==> config.mk <==
export PLATFORM = sky130hd
export DESIGN_NAME = osw_top
export DESIGN_NICKNAME = d
export VERILOG_FILES = /design/src/osw_pkg.sv /design/src/osw_key_if.sv /design/src/osw_top.sv /design/src/osw_unlock.sv
export SDC_FILE = /design/constraint.sdc
export NUM_CORES = 1
export LEC_CHECK = 0
export BUFFER_PORTS_ARGS = -buffer_cell sky130_fd_sc_hd__buf_2
export CAP_MARGIN = 5
export CORE_ASPECT_RATIO = 0.75
export CORE_MARGIN = 10
export CORE_UTILIZATION = 29
export CTS_CLUSTER_SIZE = 20
export DETAILED_ROUTE_END_ITERATION = 7
export PLACE_DENSITY = 0.68
export SKIP_LAST_GASP = 1
export SYNTH_ARGS = -nofsm -noshare
export SYNTH_HDL_FRONTEND = slang
export SYNTH_SLANG_ARGS = --single-unit
export TNS_END_PERCENT = 20
==> constraint.sdc <==
create_clock -name clk_i -period 3.04 [get_ports clk_i]
set_input_delay 0.76 -clock clk_i [delete_from_list [all_inputs] [get_ports clk_i]]
set_output_delay 0.76 -clock clk_i [all_outputs]
set_load 0.02 [all_outputs]
==> src/osw_pkg.sv <==
/*
  constants, types and register map of the oscillator switch and fail flag block.
  assumes a 32-bit classic wishbone master and a 10 MHz system clock.
*/
package osw_pkg;

  // register byte offsets
  localparam logic [7:0]  OSW_CTRL_OFS   = 8'h00;
  localparam logic [7:0]  OSW_KEY_OFS    = 8'h04;
  localparam logic [7:0]  OSW_STS_OFS    = 8'h08;
  localparam logic [7:0]  OSW_CLR_OFS    = 8'h0C;
  localparam logic [7:0]  OSW_EN_OFS     = 8'h10;

  // control register field positions
  localparam int          OSW_REQ_BIT    = 0;
  localparam int          OSW_CF_BIT     = 3;
  localparam int          OSW_NEXT_OSC_SELECT_LSB   = 8;
  localparam int          OSW_COSC_LSB   = 12;

  // status / clear / enable bit positions
  localparam int          OSW_EV_DONE    = 0;
  localparam int          OSW_EV_FAIL    = 1;

  // reset values
  localparam logic [2:0]  OSW_OSC_RST    = 3'h0;
  localparam logic [1:0]  OSW_EN_RST     = 2'h0;

  // unlock keys, values arbitrary
  localparam logic [15:0] OSW_KEY1_DEF   = 16'h5A3C;
  localparam logic [15:0] OSW_KEY2_DEF   = 16'hC3A5;

  typedef enum logic [1:0] {OSW_LOCKED, OSW_GOT_KEY1, OSW_OPEN} osw_ulk_t;

  // whole state of the top module
  typedef struct packed {
    logic        ack;
    logic [31:0] dat;
    logic        req;
    logic [2:0]  next_osc_select;
    logic [2:0]  cosc;
    logic        cf;
    logic [1:0]  sts;
    logic [1:0]  en;
    logic        irq;
    logic        trap;
    logic        fail_s1;
    logic        fail_s2;
    logic        fail_s3;
    logic        done_s1;
    logic        done_s2;
  } osw_state_t;

endpackage

==> src/osw_key_if.sv <==
/*
  carrier between the bus decoder and the unlock guard.
  assumes both ends sit on the same clock.
*/
`timescale 1ns/10ps
interface osw_key_if;
  logic        key_wr;    // write taken at the key register
  logic [15:0] key_data;  // data of that write
  logic        other_wr;  // any other write taken
  logic        granted;   // next write may reach the control register

  modport guard (input key_wr, key_data, other_wr, output granted);
  modport host  (output key_wr, key_data, other_wr, input granted);
endinterface

==> src/osw_top.sv <==
/*
  oscillator switch request and clock fail flag, reached over classic wishbone.
  assumes fail and switch-done inputs come from outside the clock domain.
*/
`timescale 1ns/10ps
module osw_top #(
  parameter logic [15:0] KEY1    = osw_pkg::OSW_KEY1_DEF,  // first unlock key
  parameter logic [15:0] KEY2    = osw_pkg::OSW_KEY2_DEF,  // second unlock key
  parameter logic [2:0]  OSC_RST = osw_pkg::OSW_OSC_RST    // source after reset
) (
  input  wire logic        clk_i,            // system clock, 10 MHz
  input  wire logic        rst_i,            // sync reset, high
  input  wire logic        wb_cyc_i,         // bus cycle
  input  wire logic        wb_stb_i,         // strobe
  input  wire logic        wb_we_i,          // write enable
  input  wire logic [7:0]  wb_adr_i,         // byte address
  input  wire logic [3:0]  wb_sel_i,         // byte lanes
  input  wire logic [31:0] wb_dat_i,         // write data
  output      logic [31:0] wb_dat_o,         // read data
  output      logic        wb_ack_o,         // acknowledge
  input  wire logic        monitor_fail_i,   // fail-safe clock monitor, async level
  input  wire logic        switch_done_i,    // source logic finished, async level
  output      logic        switch_req_o,     // switch request to source logic
  output      logic [2:0]  osc_sel_o,        // requested source
  output      logic [2:0]  cur_osc_o,        // active source
  output      logic        osc_fail_trap_o,  // trap pulse
  output      logic        irq_o             // level interrupt
);
  import osw_pkg::*;

  osw_state_t st_q, st_d;
  osw_key_if  kif ();

  logic take, wr, hit_ctrl, ctrl_ok, hw_fail_ev, sw_cf_set, sw_cf_clr, req_wr, sw_done;
  logic [31:0] rd;

  // bus decode, one answer per request
  assign take       = wb_cyc_i && wb_stb_i && !st_q.ack;
  assign wr         = take && wb_we_i;
  assign hit_ctrl   = (wb_adr_i == OSW_CTRL_OFS);
  assign ctrl_ok    = wr && hit_ctrl && kif.granted && wb_sel_i[0];
  assign hw_fail_ev = st_q.fail_s2 && !st_q.fail_s3;
  assign sw_cf_set  = ctrl_ok && wb_dat_i[OSW_CF_BIT] && !st_q.cf;
  assign sw_cf_clr  = ctrl_ok && !wb_dat_i[OSW_CF_BIT];
  assign req_wr     = ctrl_ok && wb_dat_i[OSW_REQ_BIT] && !st_q.req;
  assign sw_done    = st_q.req && st_q.done_s2;

  // guard strobes
  assign kif.key_wr   = wr && (wb_adr_i == OSW_KEY_OFS) && (&wb_sel_i[1:0]);
  assign kif.key_data = wb_dat_i[15:0];
  assign kif.other_wr = wr && !kif.key_wr;

  osw_unlock #(
    .KEY1 (KEY1),
    .KEY2 (KEY2)
  ) u_unlock (
    .clk_i (clk_i),
    .rst_i (rst_i),
    .kif   (kif)
  );

  // read mux, unused bits zero
  always_comb begin
    rd = 32'h0000_0000;
    case (wb_adr_i)
      OSW_CTRL_OFS: begin
        rd[OSW_REQ_BIT]                   = st_q.req;
        rd[OSW_CF_BIT]                    = st_q.cf;
        rd[OSW_NEXT_OSC_SELECT_LSB +: 3]             = st_q.next_osc_select;
        rd[OSW_COSC_LSB +: 3]             = st_q.cosc;
      end
      OSW_STS_OFS: rd[1:0] = st_q.sts;
      OSW_EN_OFS:  rd[1:0] = st_q.en;
      default:     rd = 32'h0000_0000;
    endcase
  end

  // next state
  always_comb begin
    st_d         = st_q;
    st_d.ack     = take;
    st_d.dat     = (take && !wb_we_i) ? rd : 32'h0000_0000;
    st_d.fail_s1 = monitor_fail_i;
    st_d.fail_s2 = st_q.fail_s1;
    st_d.fail_s3 = st_q.fail_s2;
    st_d.done_s1 = switch_done_i;
    st_d.done_s2 = st_q.done_s1;
    // next select frozen while a switch is pending
    if (wr && hit_ctrl && kif.granted && wb_sel_i[1] && !st_q.req) begin
      st_d.next_osc_select = wb_dat_i[OSW_NEXT_OSC_SELECT_LSB +: 3];
    end
    // switch request and completion
    if (req_wr) begin
      st_d.req = 1'b1;
    end else if (sw_done) begin
      st_d.req  = 1'b0;
      st_d.cosc = st_q.next_osc_select;
    end
    // fail flag: set wins over clear
    if (hw_fail_ev || sw_cf_set) begin
      st_d.cf = 1'b1;
    end else if (sw_cf_clr) begin
      st_d.cf = 1'b0;
    end
    st_d.trap = st_d.cf && !st_q.cf;
    // interrupt status, enable, clear; set wins
    if (wr && wb_adr_i == OSW_EN_OFS && wb_sel_i[0]) begin
      st_d.en = wb_dat_i[1:0];
    end
    if (wr && wb_adr_i == OSW_CLR_OFS && wb_sel_i[0]) begin
      st_d.sts = st_q.sts & ~wb_dat_i[1:0];
    end
    if (sw_done) begin
      st_d.sts[OSW_EV_DONE] = 1'b1;
    end
    if (st_d.trap) begin
      st_d.sts[OSW_EV_FAIL] = 1'b1;
    end
    st_d.irq = |(st_d.sts & st_d.en);
  end

  always_ff @(posedge clk_i) begin
    if (rst_i) begin
      st_q      <= '0;
      st_q.next_osc_select <= OSC_RST;
      st_q.cosc <= OSC_RST;
      st_q.en   <= OSW_EN_RST;
    end else begin
      st_q <= st_d;
    end
  end

  // outputs straight from flops
  assign wb_dat_o        = st_q.dat;
  assign wb_ack_o        = st_q.ack;
  assign switch_req_o    = st_q.req;
  assign osc_sel_o       = st_q.next_osc_select;
  assign cur_osc_o       = st_q.cosc;
  assign osc_fail_trap_o = st_q.trap;
  assign irq_o           = st_q.irq;
endmodule // osw_top

==> src/osw_unlock.sv <==
/*
  unlock guard: two key writes in a row open the control register for one write.
  assumes strobes are one-cycle pulses on the system clock.
*/
`timescale 1ns/10ps
module osw_unlock #(
  parameter logic [15:0] KEY1 = osw_pkg::OSW_KEY1_DEF,  // first key
  parameter logic [15:0] KEY2 = osw_pkg::OSW_KEY2_DEF   // second key
) (
  input  wire logic clk_i,  // system clock
  input  wire logic rst_i,  // sync reset, high
  osw_key_if.guard  kif     // strobes from the decoder
);
  import osw_pkg::*;

  typedef struct packed {
    osw_ulk_t stage;
  } osw_ulk_state_t;

  osw_ulk_state_t st_q, st_d;

  // key sequencer, any stray write relocks
  always_comb begin
    st_d = st_q;
    if (kif.key_wr) begin
      if (kif.key_data == KEY2 && st_q.stage == OSW_GOT_KEY1) begin
        st_d.stage = OSW_OPEN;
      end else if (kif.key_data == KEY1) begin
        st_d.stage = OSW_GOT_KEY1;
      end else begin
        st_d.stage = OSW_LOCKED;
      end
    end else if (kif.other_wr) begin
      st_d.stage = OSW_LOCKED;
    end
  end

  always_ff @(posedge clk_i) begin
    if (rst_i) begin
      st_q.stage <= OSW_LOCKED;
    end else begin
      st_q <= st_d;
    end
  end

  assign kif.granted = (st_q.stage == OSW_OPEN);
endmodule // osw_unlock
# After elaboration in Yosys (flattened, before gate mapping)
# Cells that the tools add are included.
# word_totals
regBits,54
input_bits,51
out_inout_bits,42
word_cells,87
# classes
eq_ne,8
n_mux,14
bitwise_logic,6
reduce_logical,41
# op_table
cell,count
$logic_and A1 B1 Y1,25
$eq A16 B15 Y1 const B,1
$eq A16 B16 Y1 const B,1
$eq A8 B4 Y1 const B,2
$mux W2,5
$eq A8 B3 Y1 const B,1
$eq A8 B5 Y1 const B,1
$logic_not A8 Y1,1
$logic_not A1 Y1,7
$mux W1,7
$and A2 B2 Y2,2
$reduce_and A2 Y1,2
$reduce_bool A2 Y1,2
$reduce_or A2 Y1,2
$not A1 Y1,3
$pmux W1 S3,1
$reduce_or A3 Y1,1
$eq A2 B1 Y1 const B,1
$eq A2 B2 Y1 const B,1
$not A2 Y2,1
$pmux W1 S2,1
$logic_or A1 B1 Y1,1

# Logic depth before layout (Yosys ltp)
# Gate-level depths: netlist of the first run.
# depth
word_depth,14
ltp_mapped,7
ltp_nobuf,5

# Hierarchy
# Synthesis of the first run repeated with hierarchy kept, for this count alone.
# hier_totals
hier_cells,170
hier_area_um2,1606.5
# modules_own_cells
module,instances,cells_per_inst,area_each_um2
osw_top,1,156,1432.6
osw_unlock,1,14,173.9

# Worst setup path after synthesis of the first run
# Ideal clock, no wire load.
# synth_timing
path_type,in2reg
from,in wb_adr_i[7]
to,"reg st_q, in the netlist irq_o"
setup_ns,0.088
arrival_ns,2.195
t_required_ns,2.952
slack_ns,0.756
cell_stages,5
cell_sequence,or4_4 > nor4_4 > a32oi_2 > a2bb2oi_2 > o32ai_2
# synth_between
elab_chain_cells,12
elab_cells_between_ends,23
classes_between,eq/ne (2); mux (6); bitwise (1); reduce/logical (14)
# synth_lines
element,line_no,source
from (decl),osw_top.sv:16,"input wire logic [7:0] wb_adr_i,"
$logic_not A8 Y1,osw_top.sv:40,assign hit_ctrl = (wb_adr_i == OSW_CTRL_OFS);
$logic_and A1 B1 Y1 (3 in series),osw_top.sv:41,assign ctrl_ok = wr && hit_ctrl && kif.granted && wb_sel_i[0];
$logic_and A1 B1 Y1 (2 in series),osw_top.sv:43,assign sw_cf_set = ctrl_ok && wb_dat_i[OSW_CF_BIT] && !st_q.cf;
$logic_or A1 B1 Y1,osw_top.sv:100,if (hw_fail_ev || sw_cf_set) begin
$mux W1,osw_top.sv:100,
$logic_and A1 B1 Y1,osw_top.sv:105,st_d.trap = st_d.cf && !st_q.cf;
$mux W1,osw_top.sv:116,if (st_d.trap) begin
$and A2 B2 Y2 *,osw_top.sv:119,st_d.irq = |(st_d.sts & st_d.en);
$reduce_or A2 Y1 *,osw_top.sv:119,
to (signal assigned),osw_top.sv:129,st_q <= st_d;
to (decl),osw_top.sv:31,"osw_state_t st_q, st_d;"
# Mark *: on every way between the ends. The rest lies on a longest branch, timed or not.
# A chain may end at the register's enable or synchronous reset.

# Worst setup path in the final report of the first run
# Ends and elaborated chain as after synthesis.

==> metrics.log, run 1 <==
[metrics] status: completed
[metrics] placed instance count: 274
[metrics] clock buffer count from CTS: 5
[metrics] final clock skew: 0.0100 ns
[metrics] clock slew at the register clock pins of the worst setup and hold paths: 0.07 ns
[metrics] area used by sequential logic in the layout: 621 um2
[metrics] count of nets after finishing: 260
[metrics] ant diodes: 0
[metrics] critical path data required time: around 3.2 ns
[metrics] number of global-route vias before repair: roughly 1200
[metrics] VDD IR max: approximately 0.00024 V
[metrics] pin count of the biggest net entering global routing: 25
[metrics] Final Wtd Congestion: 0.745
[metrics] element type at the critical path end: register
[metrics] cell at the root of the clock tree: sky130_fd_sc_hd__clkbuf_8
[metrics] cell type contributing the most total cell area after synthesis: sky130_fd_sc_hd__dfxtp_1
[metrics] GRT Total Usage: 8.30%
[metrics] placeable core region: approximately 5000 um2
[metrics] via count of the routed design: roughly 1200
[metrics] number of I/O pins: between 90 and 100
[metrics] global-route wire length before repair: 5810 um
[metrics] RSZ-0062 raised after global routing: false
[metrics] proportion of netlist area held by the largest area contributor: between 40% and 50%
[metrics] Pre-antenna DRT Iters: 4
[metrics] Num Clock Sinks: 31
[metrics] drt initial violations: between 60 and 70
[metrics] largest fanout on the critical path: 6
[metrics] Initial Utilization: a little under a third
[metrics] DIE AREA: between 8000 and 9000 um2
[metrics] post-synthesis register bit count: 31
[metrics] H-Tree Level Count: 2
[metrics] fmax: 432 MHz
[metrics] delay of the slowest cell on the worst path: around 0.55 ns
[metrics] maximum buffer depth of the clock tree: 2
[metrics] number of vias per cell after detailed routing: 4.11
[metrics] number of endpoints with negative hold slack in the final report: 0
[metrics] synthesized instance count: 170
[metrics] Static Leak: between 0.7 and 0.8 nW
[metrics] most used cells in the layout excluding fill and tap cells: sky130_fd_sc_hd__buf_2, sky130_fd_sc_hd__dfxtp_1, sky130_fd_sc_hd__conb_1
[metrics] proportion of layout cells with a drive suffix above 1: about a third
[metrics] average routed wire per standard cell: roughly 13 um
[metrics] number of distinct standard cells referenced by the synthesized netlist: 27
[metrics] number of cell rows: 22
[metrics] power density over the cells: ~480 nW/um2
[metrics] Routed Antenna Nets: 0
[metrics] post-synthesis to final-layout area growth: 15.7%
[metrics] most common cell after layout, fill and taps aside: sky130_fd_sc_hd__buf_2
[metrics] cells resized by post-CTS repair: 0
[metrics] footprint of the multi-input gates: 677 um2
[metrics] TritonCTS clock tree: yes
[metrics] Die Y-Extent: around 83 um
[metrics] Final Non-Filler Cells: ~280
[metrics] clock insertion delay at the later pin of the skew report: 0.28 ns
[metrics] post-route minimum period: 2.31 ns
[metrics] Mapped Avg Cell Area: ~9 um2
[metrics] accumulated negative setup slack: 0 ns
[metrics] floorplan die width: 104 um
[metrics] category of the critical setup timing path: input port to register
[metrics] cell type of the slowest stage on the worst timing path: sky130_fd_sc_hd__or4_4
[metrics] share of synthesized area occupied by flip-flops and latches: 40.8%
[metrics] Max Transition Viols Final: 0
[metrics] post-CTS setup-driven buffer insertion count: 0
[metrics] antenna violations before repair: 0
[metrics] type of origin of the critical path: input port
[metrics] final setup vio count: 0
[metrics] total DRC errors in the routed layout: 0
[metrics] Final HPWL DP: 3030 um
[metrics] drt total wl: ~3700 um
[metrics] class of the tightest hold or removal check: register to register
[metrics] sum of overflow across all layers after global routing: 0
[metrics] number of port buffers: 51
[metrics] cell area after synthesis: 1520 um2
[metrics] synthesis warning total: 0
[metrics] critical path cell sequence: buf_2 > or4_4 > nor4_4 > nand3b_1 > mux2i_1 > o32ai_2
[metrics] CP Data Arrival Time: 2.45 ns
[metrics] count of filler cells inserted in the layout: 541
[metrics] count of hold buffers inserted by post-cts repair: 0
[metrics] count of max-cap constraint violations: 0
[metrics] share of the clock period used by the worst path: about 76%
[metrics] biggest area contributors in the synthesized netlist: sky130_fd_sc_hd__dfxtp_1, sky130_fd_sc_hd__buf_4, sky130_fd_sc_hd__mux2i_1
[critical path, delay by kind of cell]
family / cells / cell delay (ns)
muxes: 1 / 0.29
AOI/OAI and AO/OA: 1 / 0.11
buffers and inverters: 1 / 0.10
and+or+nand+nor: 3 / 1.20
[cell type report]
type | count | share of cell area [%]
multi-input cells | 117 | 38.4
well taps | 72 | 5.11
repair buffers | 52 | 14.9
flip-flops and latches | 31 | 35.2
inverters | 2 | 0.426
clock buffers | 7 | 5.47
clock inverters | 1 | 0.426
[through the flow]
stage / hold slack (ns) / power, mW / setup WS (ns) / util [%] / area (um2)
detailed placement: 0.424 / 0.502 / 0.485 / 33.3 / 1660
global route: 0.461 / 0.885 / 0.617 / 35.4 / 1760
CTS: 0.440 / 0.858 / 0.760 / 35.4 / 1760
finish: 0.436 / 0.848 / 0.725 / 35.4 / 1760
global placement: 0.418 / 0.501 / 0.499 / 33.3 / 1660
floorplan: 0.414 / 0.493 / 0.756 / - / 1610
[sequential cells by signal, summed over array words and instances (netlist names)]
signal,flops
u_unlock.st_q,2
switch_req_o,1
irq_o,1
osc_sel_o,3
cur_osc_o,3
st_d,3
wb_ack_o,1
wb_dat_o,9
st_q,7
osc_fail_trap_o,1
[logic make-up (layout without fill, tap and decap cells)]
| logic type | Yosys count | after routing | synth area share (%) |
|---|---|---|---|
| other | 1 | 23 | 0.246 |
| buffers and inverters | 44 | 62 | 20.2 |
| multiplexers | 7 | 7 | 4.68 |
| flip-flops | 31 | 31 | 40.8 |
| AO/OA/AOI/OAI | 12 | 12 | 6.25 |
| AND/OR/NAND/NOR | 75 | 75 | 27.9 |
[worst paths after layout]
kind         cells after the start  slack [ns]                 end                start
min reg2reg                      1        0.44  st_q[0]$_SDFF_PP0_   st_d[0]$_SDFF_PP0_
max reg2reg                      5        1.22    irq_o$_SDFF_PP0_  wb_ack_o$_SDFF_PP0_
min                              1        0.44  st_q[0]$_SDFF_PP0_   st_d[0]$_SDFF_PP0_
max                              6        0.73    irq_o$_SDFF_PP0_          wb_adr_i[7]
[Yosys cell counts]
library cell and n:
sky130_fd_sc_hd__nand3b_1 2, sky130_fd_sc_hd__conb_1 1, sky130_fd_sc_hd__nor4_1 1, sky130_fd_sc_hd__or4_4 1, sky130_fd_sc_hd__nor4bb_1 2, sky130_fd_sc_hd__and2_1 8
sky130_fd_sc_hd__dfxtp_1 31, sky130_fd_sc_hd__mux2_2 1, sky130_fd_sc_hd__buf_4 38, sky130_fd_sc_hd__a2bb2oi_2 1, sky130_fd_sc_hd__nor2b_1 8, sky130_fd_sc_hd__a32oi_2 1
sky130_fd_sc_hd__nor4b_1 2, sky130_fd_sc_hd__nor4_4 1, sky130_fd_sc_hd__and4b_2 1, sky130_fd_sc_hd__nand3_1 7, sky130_fd_sc_hd__inv_1 2, sky130_fd_sc_hd__a21boi_0 1
sky130_fd_sc_hd__mux2i_1 6, sky130_fd_sc_hd__a21oi_1 8, sky130_fd_sc_hd__nor3_1 7, sky130_fd_sc_hd__nand4b_1 3, sky130_fd_sc_hd__o32ai_2 1, sky130_fd_sc_hd__nand4_1 2
sky130_fd_sc_hd__nand2_1 15, sky130_fd_sc_hd__nor2_1 15, sky130_fd_sc_hd__clkbuf_1 4
[where the power goes]
| part | leakage [nW] | total (mW) | switching, mW | internal, mW |
|---|---|---|---|---|
| registers | 0.251 | 0.414 | 0.00293 | 0.411 |
| clock network | 0.0505 | 0.354 | 0.148 | 0.206 |
| logic | 0.489 | 0.0803 | 0.0546 | 0.0257 |
| total | 0.790 | 0.848 | 0.205 | 0.643 |
[metal layers]
layer	vias to the layer above	wire length, um	track usage, %
li1	593	-	-
met4	0	4	1.25
met5	-	0	0
met3	2	278	4.02
met2	43	1750	13.2
met1	520	1620	10.2
Power figures use the tool's default switching activity.
==> run 2, diff against run 1 <==
--- a/config.mk
+++ b/config.mk
@@ -12,7 +12,7 @@
 export CORE_UTILIZATION = 29
 export CTS_CLUSTER_SIZE = 20
 export DETAILED_ROUTE_END_ITERATION = 7
-export PLACE_DENSITY = 0.68
+export PLACE_DENSITY = 0.7
 export SKIP_LAST_GASP = 1
 export SYNTH_ARGS = -nofsm -noshare
 export SYNTH_HDL_FRONTEND = slang
==> constraint.sdc (replaced) <==
create_clock -name clk_i -period 2.1 [get_ports clk_i]
set_input_delay 0.525 -clock clk_i [delete_from_list [all_inputs] [get_ports clk_i]]
set_output_delay 0.525 -clock clk_i [all_outputs]
set_load 0.02 [all_outputs]
==> run 2 against run 1 <==
Against the previous run: power increased by 54%; sequential share of layout area shrank 1.0 points; die area is the same; largest power group unchanged; clock power grew 67%; worst setup slack got worse by 0.59 ns; via count is 3.1% higher; largest cell class unchanged; register-to-register slack got worse by 0.82 ns.
==> metrics.log, run 2 (synthesis gave the netlist of run 1 again) <==
[metrics] RSZ-0062 raised after global routing: false
[metrics] part of the power in combinational logic: 9.0%
[metrics] fmax: 508 MHz
[metrics] total DRC errors in the routed layout: 0
[metrics] count of filler cells inserted in the layout: 531
[metrics] Buffers & Inverters on Critical Path: 2
[metrics] Final Wtd Congestion: 0.828
[metrics] met1 Resource Use GR: around a tenth
[metrics] smallest setup slack after layout: 0.133 ns
[metrics] final setup vio count: 0
[metrics] post-synthesis to final-layout area growth: 19.1%
[metrics] critical path cell sequence: buf_2 > or4_4 > nor3_1 > nand2_1 > nor3_1 > buf_4 > and2_1
[metrics] element type at the critical path end: register
[metrics] Cell Area, Placed: around 1700 um2
[metrics] Static Leak: 0.826 nW
[metrics] count of max-cap constraint violations: 0
[metrics] max FFs per register: 9
[metrics] NetSw: 0.292 mW
[metrics] Pre-antenna DRT Iters: 4
[metrics] kind of cell adding the most delay to the critical path: simple AND/OR/NAND/NOR gates
[metrics] Routed Antenna Nets: 0
[metrics] clock insertion delay at the later pin of the skew report: 0.27 ns
[metrics] GR Layer Usage met3: 4.41%
[metrics] floorplan die width: 104 um
[metrics] count of hold buffers inserted by post-cts repair: 0
[metrics] Final Util: a little over a third
[metrics] worst slack at placement: -0.138 ns
[metrics] DIE AREA: around 8600 um2
[metrics] number of vias per cell after detailed routing: 4.16
[metrics] VDD IR max: 0.000358 V
[metrics] type of origin of the critical path: input port
[metrics] Sw Ratio: 22.3%
[metrics] average routed wire per standard cell: 13.1 um
[metrics] class of the tightest hold or removal check: register to register
[metrics] cell type of the slowest stage on the worst timing path: sky130_fd_sc_hd__or4_4
[metrics] grt peak-use layer: met2
[metrics] number of global-route vias before repair: 1230
[metrics] status: completed
[metrics] largest fanout on the critical path: 6
[metrics] TritonCTS clock tree: yes
[metrics] share of total power in the clock network: between 40% and 50%
[metrics] pin count of the biggest net entering global routing: 25
[metrics] Max Transition Viols Final: 0
[metrics] most common cell after layout, fill and taps aside: sky130_fd_sc_hd__buf_2
[metrics] cell type with the highest occurrence count on the critical path: sky130_fd_sc_hd__nor3_1
[metrics] post-CTS setup-driven buffer insertion count: 0
[metrics] number of port buffers: 51
[metrics] count of nets after finishing: 265
[metrics] via count of the routed design: 1194
[metrics] Seq pwr share: between 40 and 50%
[metrics] antenna violations before repair: 0
[metrics] maximum buffer depth of the clock tree: 2
[metrics] clock slew at the register clock pins of the worst setup and hold paths: 0.06 ns
[metrics] cell at the root of the clock tree: sky130_fd_sc_hd__clkbuf_8
[metrics] power density over the cells: just over 700 nW/um2
[metrics] GRT Total Usage: 8.91%
[metrics] number of I/O pins: 93
[metrics] delay of the slowest cell on the worst path: ~0.55 ns
[metrics] number of cell rows: 22
[metrics] cell-internal power: slightly above 1 mW
[metrics] most used cells in the layout excluding fill and tap cells: sky130_fd_sc_hd__buf_2, sky130_fd_sc_hd__dfxtp_1, sky130_fd_sc_hd__conb_1
[metrics] Die Y-Extent: ~83 um
[metrics] met2 track utilization from global routing: 15.3%
[metrics] Final HPWL DP: 3140 um
[metrics] drt total wl: approximately 3800 um
[metrics] global-route wire length before repair: 6180 um
[metrics] cells resized by post-CTS repair: 0
[metrics] drt initial violations: 64
[metrics] ant diodes: 0
[metrics] category of the critical setup timing path: input port to register
[metrics] CP Data Arrival Time: 2.18 ns
[metrics] sum of overflow across all layers after global routing: 0
[metrics] Final Instance Area: 1810 um2
[metrics] final clock skew: 0.00529 ns
[metrics] Num Clock Sinks: 31
[metrics] proportion of layout cells with a drive suffix above 1: approximately a third
[metrics] clock buffer count from CTS: 5
[metrics] Initial Utilization: 30.6%
[metrics] H-Tree Level Count: 2
[metrics] post-route minimum period: 1.97 ns
[metrics] share of the clock period used by the worst path: roughly 94%
[metrics] critical path data required time: 2.32 ns
[metrics] number of endpoints with negative hold slack in the final report: 0
[metrics] placeable core region: 4980 um2
run 2: final cells by class:
class,count,area (um2),area share (%)
Tap cell,72,90.1,4.97
Clock inverter,2,35.0,1.93
Clock buffer,6,82.6,4.55
Sequential cell,31,621,34.2
Timing Repair Buffer,57,300,16.6
Multi-Input combinational cell,117,677,37.3
Inverter,2,7.51,0.414
run 2: power by group through the flow:
stage	Clock [mW]	Sequential (mW)	Combinational, mW
6_report	0.591	0.600	0.118
5_1_grt	0.633	0.601	0.130
4_1_cts	0.610	0.600	0.116
3_5_place_dp	0	0.613	0.116
3_3_place_gp	0	0.613	0.114
2_1_floorplan	0	0.614	0.0998
run 2: per-layer routing:
| layer | part of all wire [%] | up-vias |
|---|---|---|
| li1 | - | 596 |
| met1 | 42 | 549 |
| met2 | 48 | 47 |
| met3 | 9.4 | 2 |
| met4 | 0.24 | 0 |
| met5 | 0 | - |
run 2: stage by stage:
step | std cells | hold WS, ns | setup TNS (ns) | total power, mW
floorplan | 192 | 0.414 | 0 | 0.713
finish | 287 | 0.436 | 0 | 1.31
global placement | 279 | 0.416 | -1.22 | 0.727
detailed placement | 279 | 0.426 | -1.14 | 0.729
CTS | 287 | 0.440 | 0 | 1.33
global route | 287 | 0.465 | 0 | 1.36
run 2: final timing paths:
check,start,end,slack [ns],cells past startpoint
max,wb_adr_i[7],wb_dat_o[12]$_SDFF_PP0_,0.13,7
min,st_d[3]$_SDFF_PP0_,st_d[2]$_SDFF_PP0_,0.44,1
max reg2reg,wb_ack_o$_SDFF_PP0_,wb_dat_o[12]$_SDFF_PP0_,0.40,6
min reg2reg,st_d[3]$_SDFF_PP0_,st_d[2]$_SDFF_PP0_,0.44,1
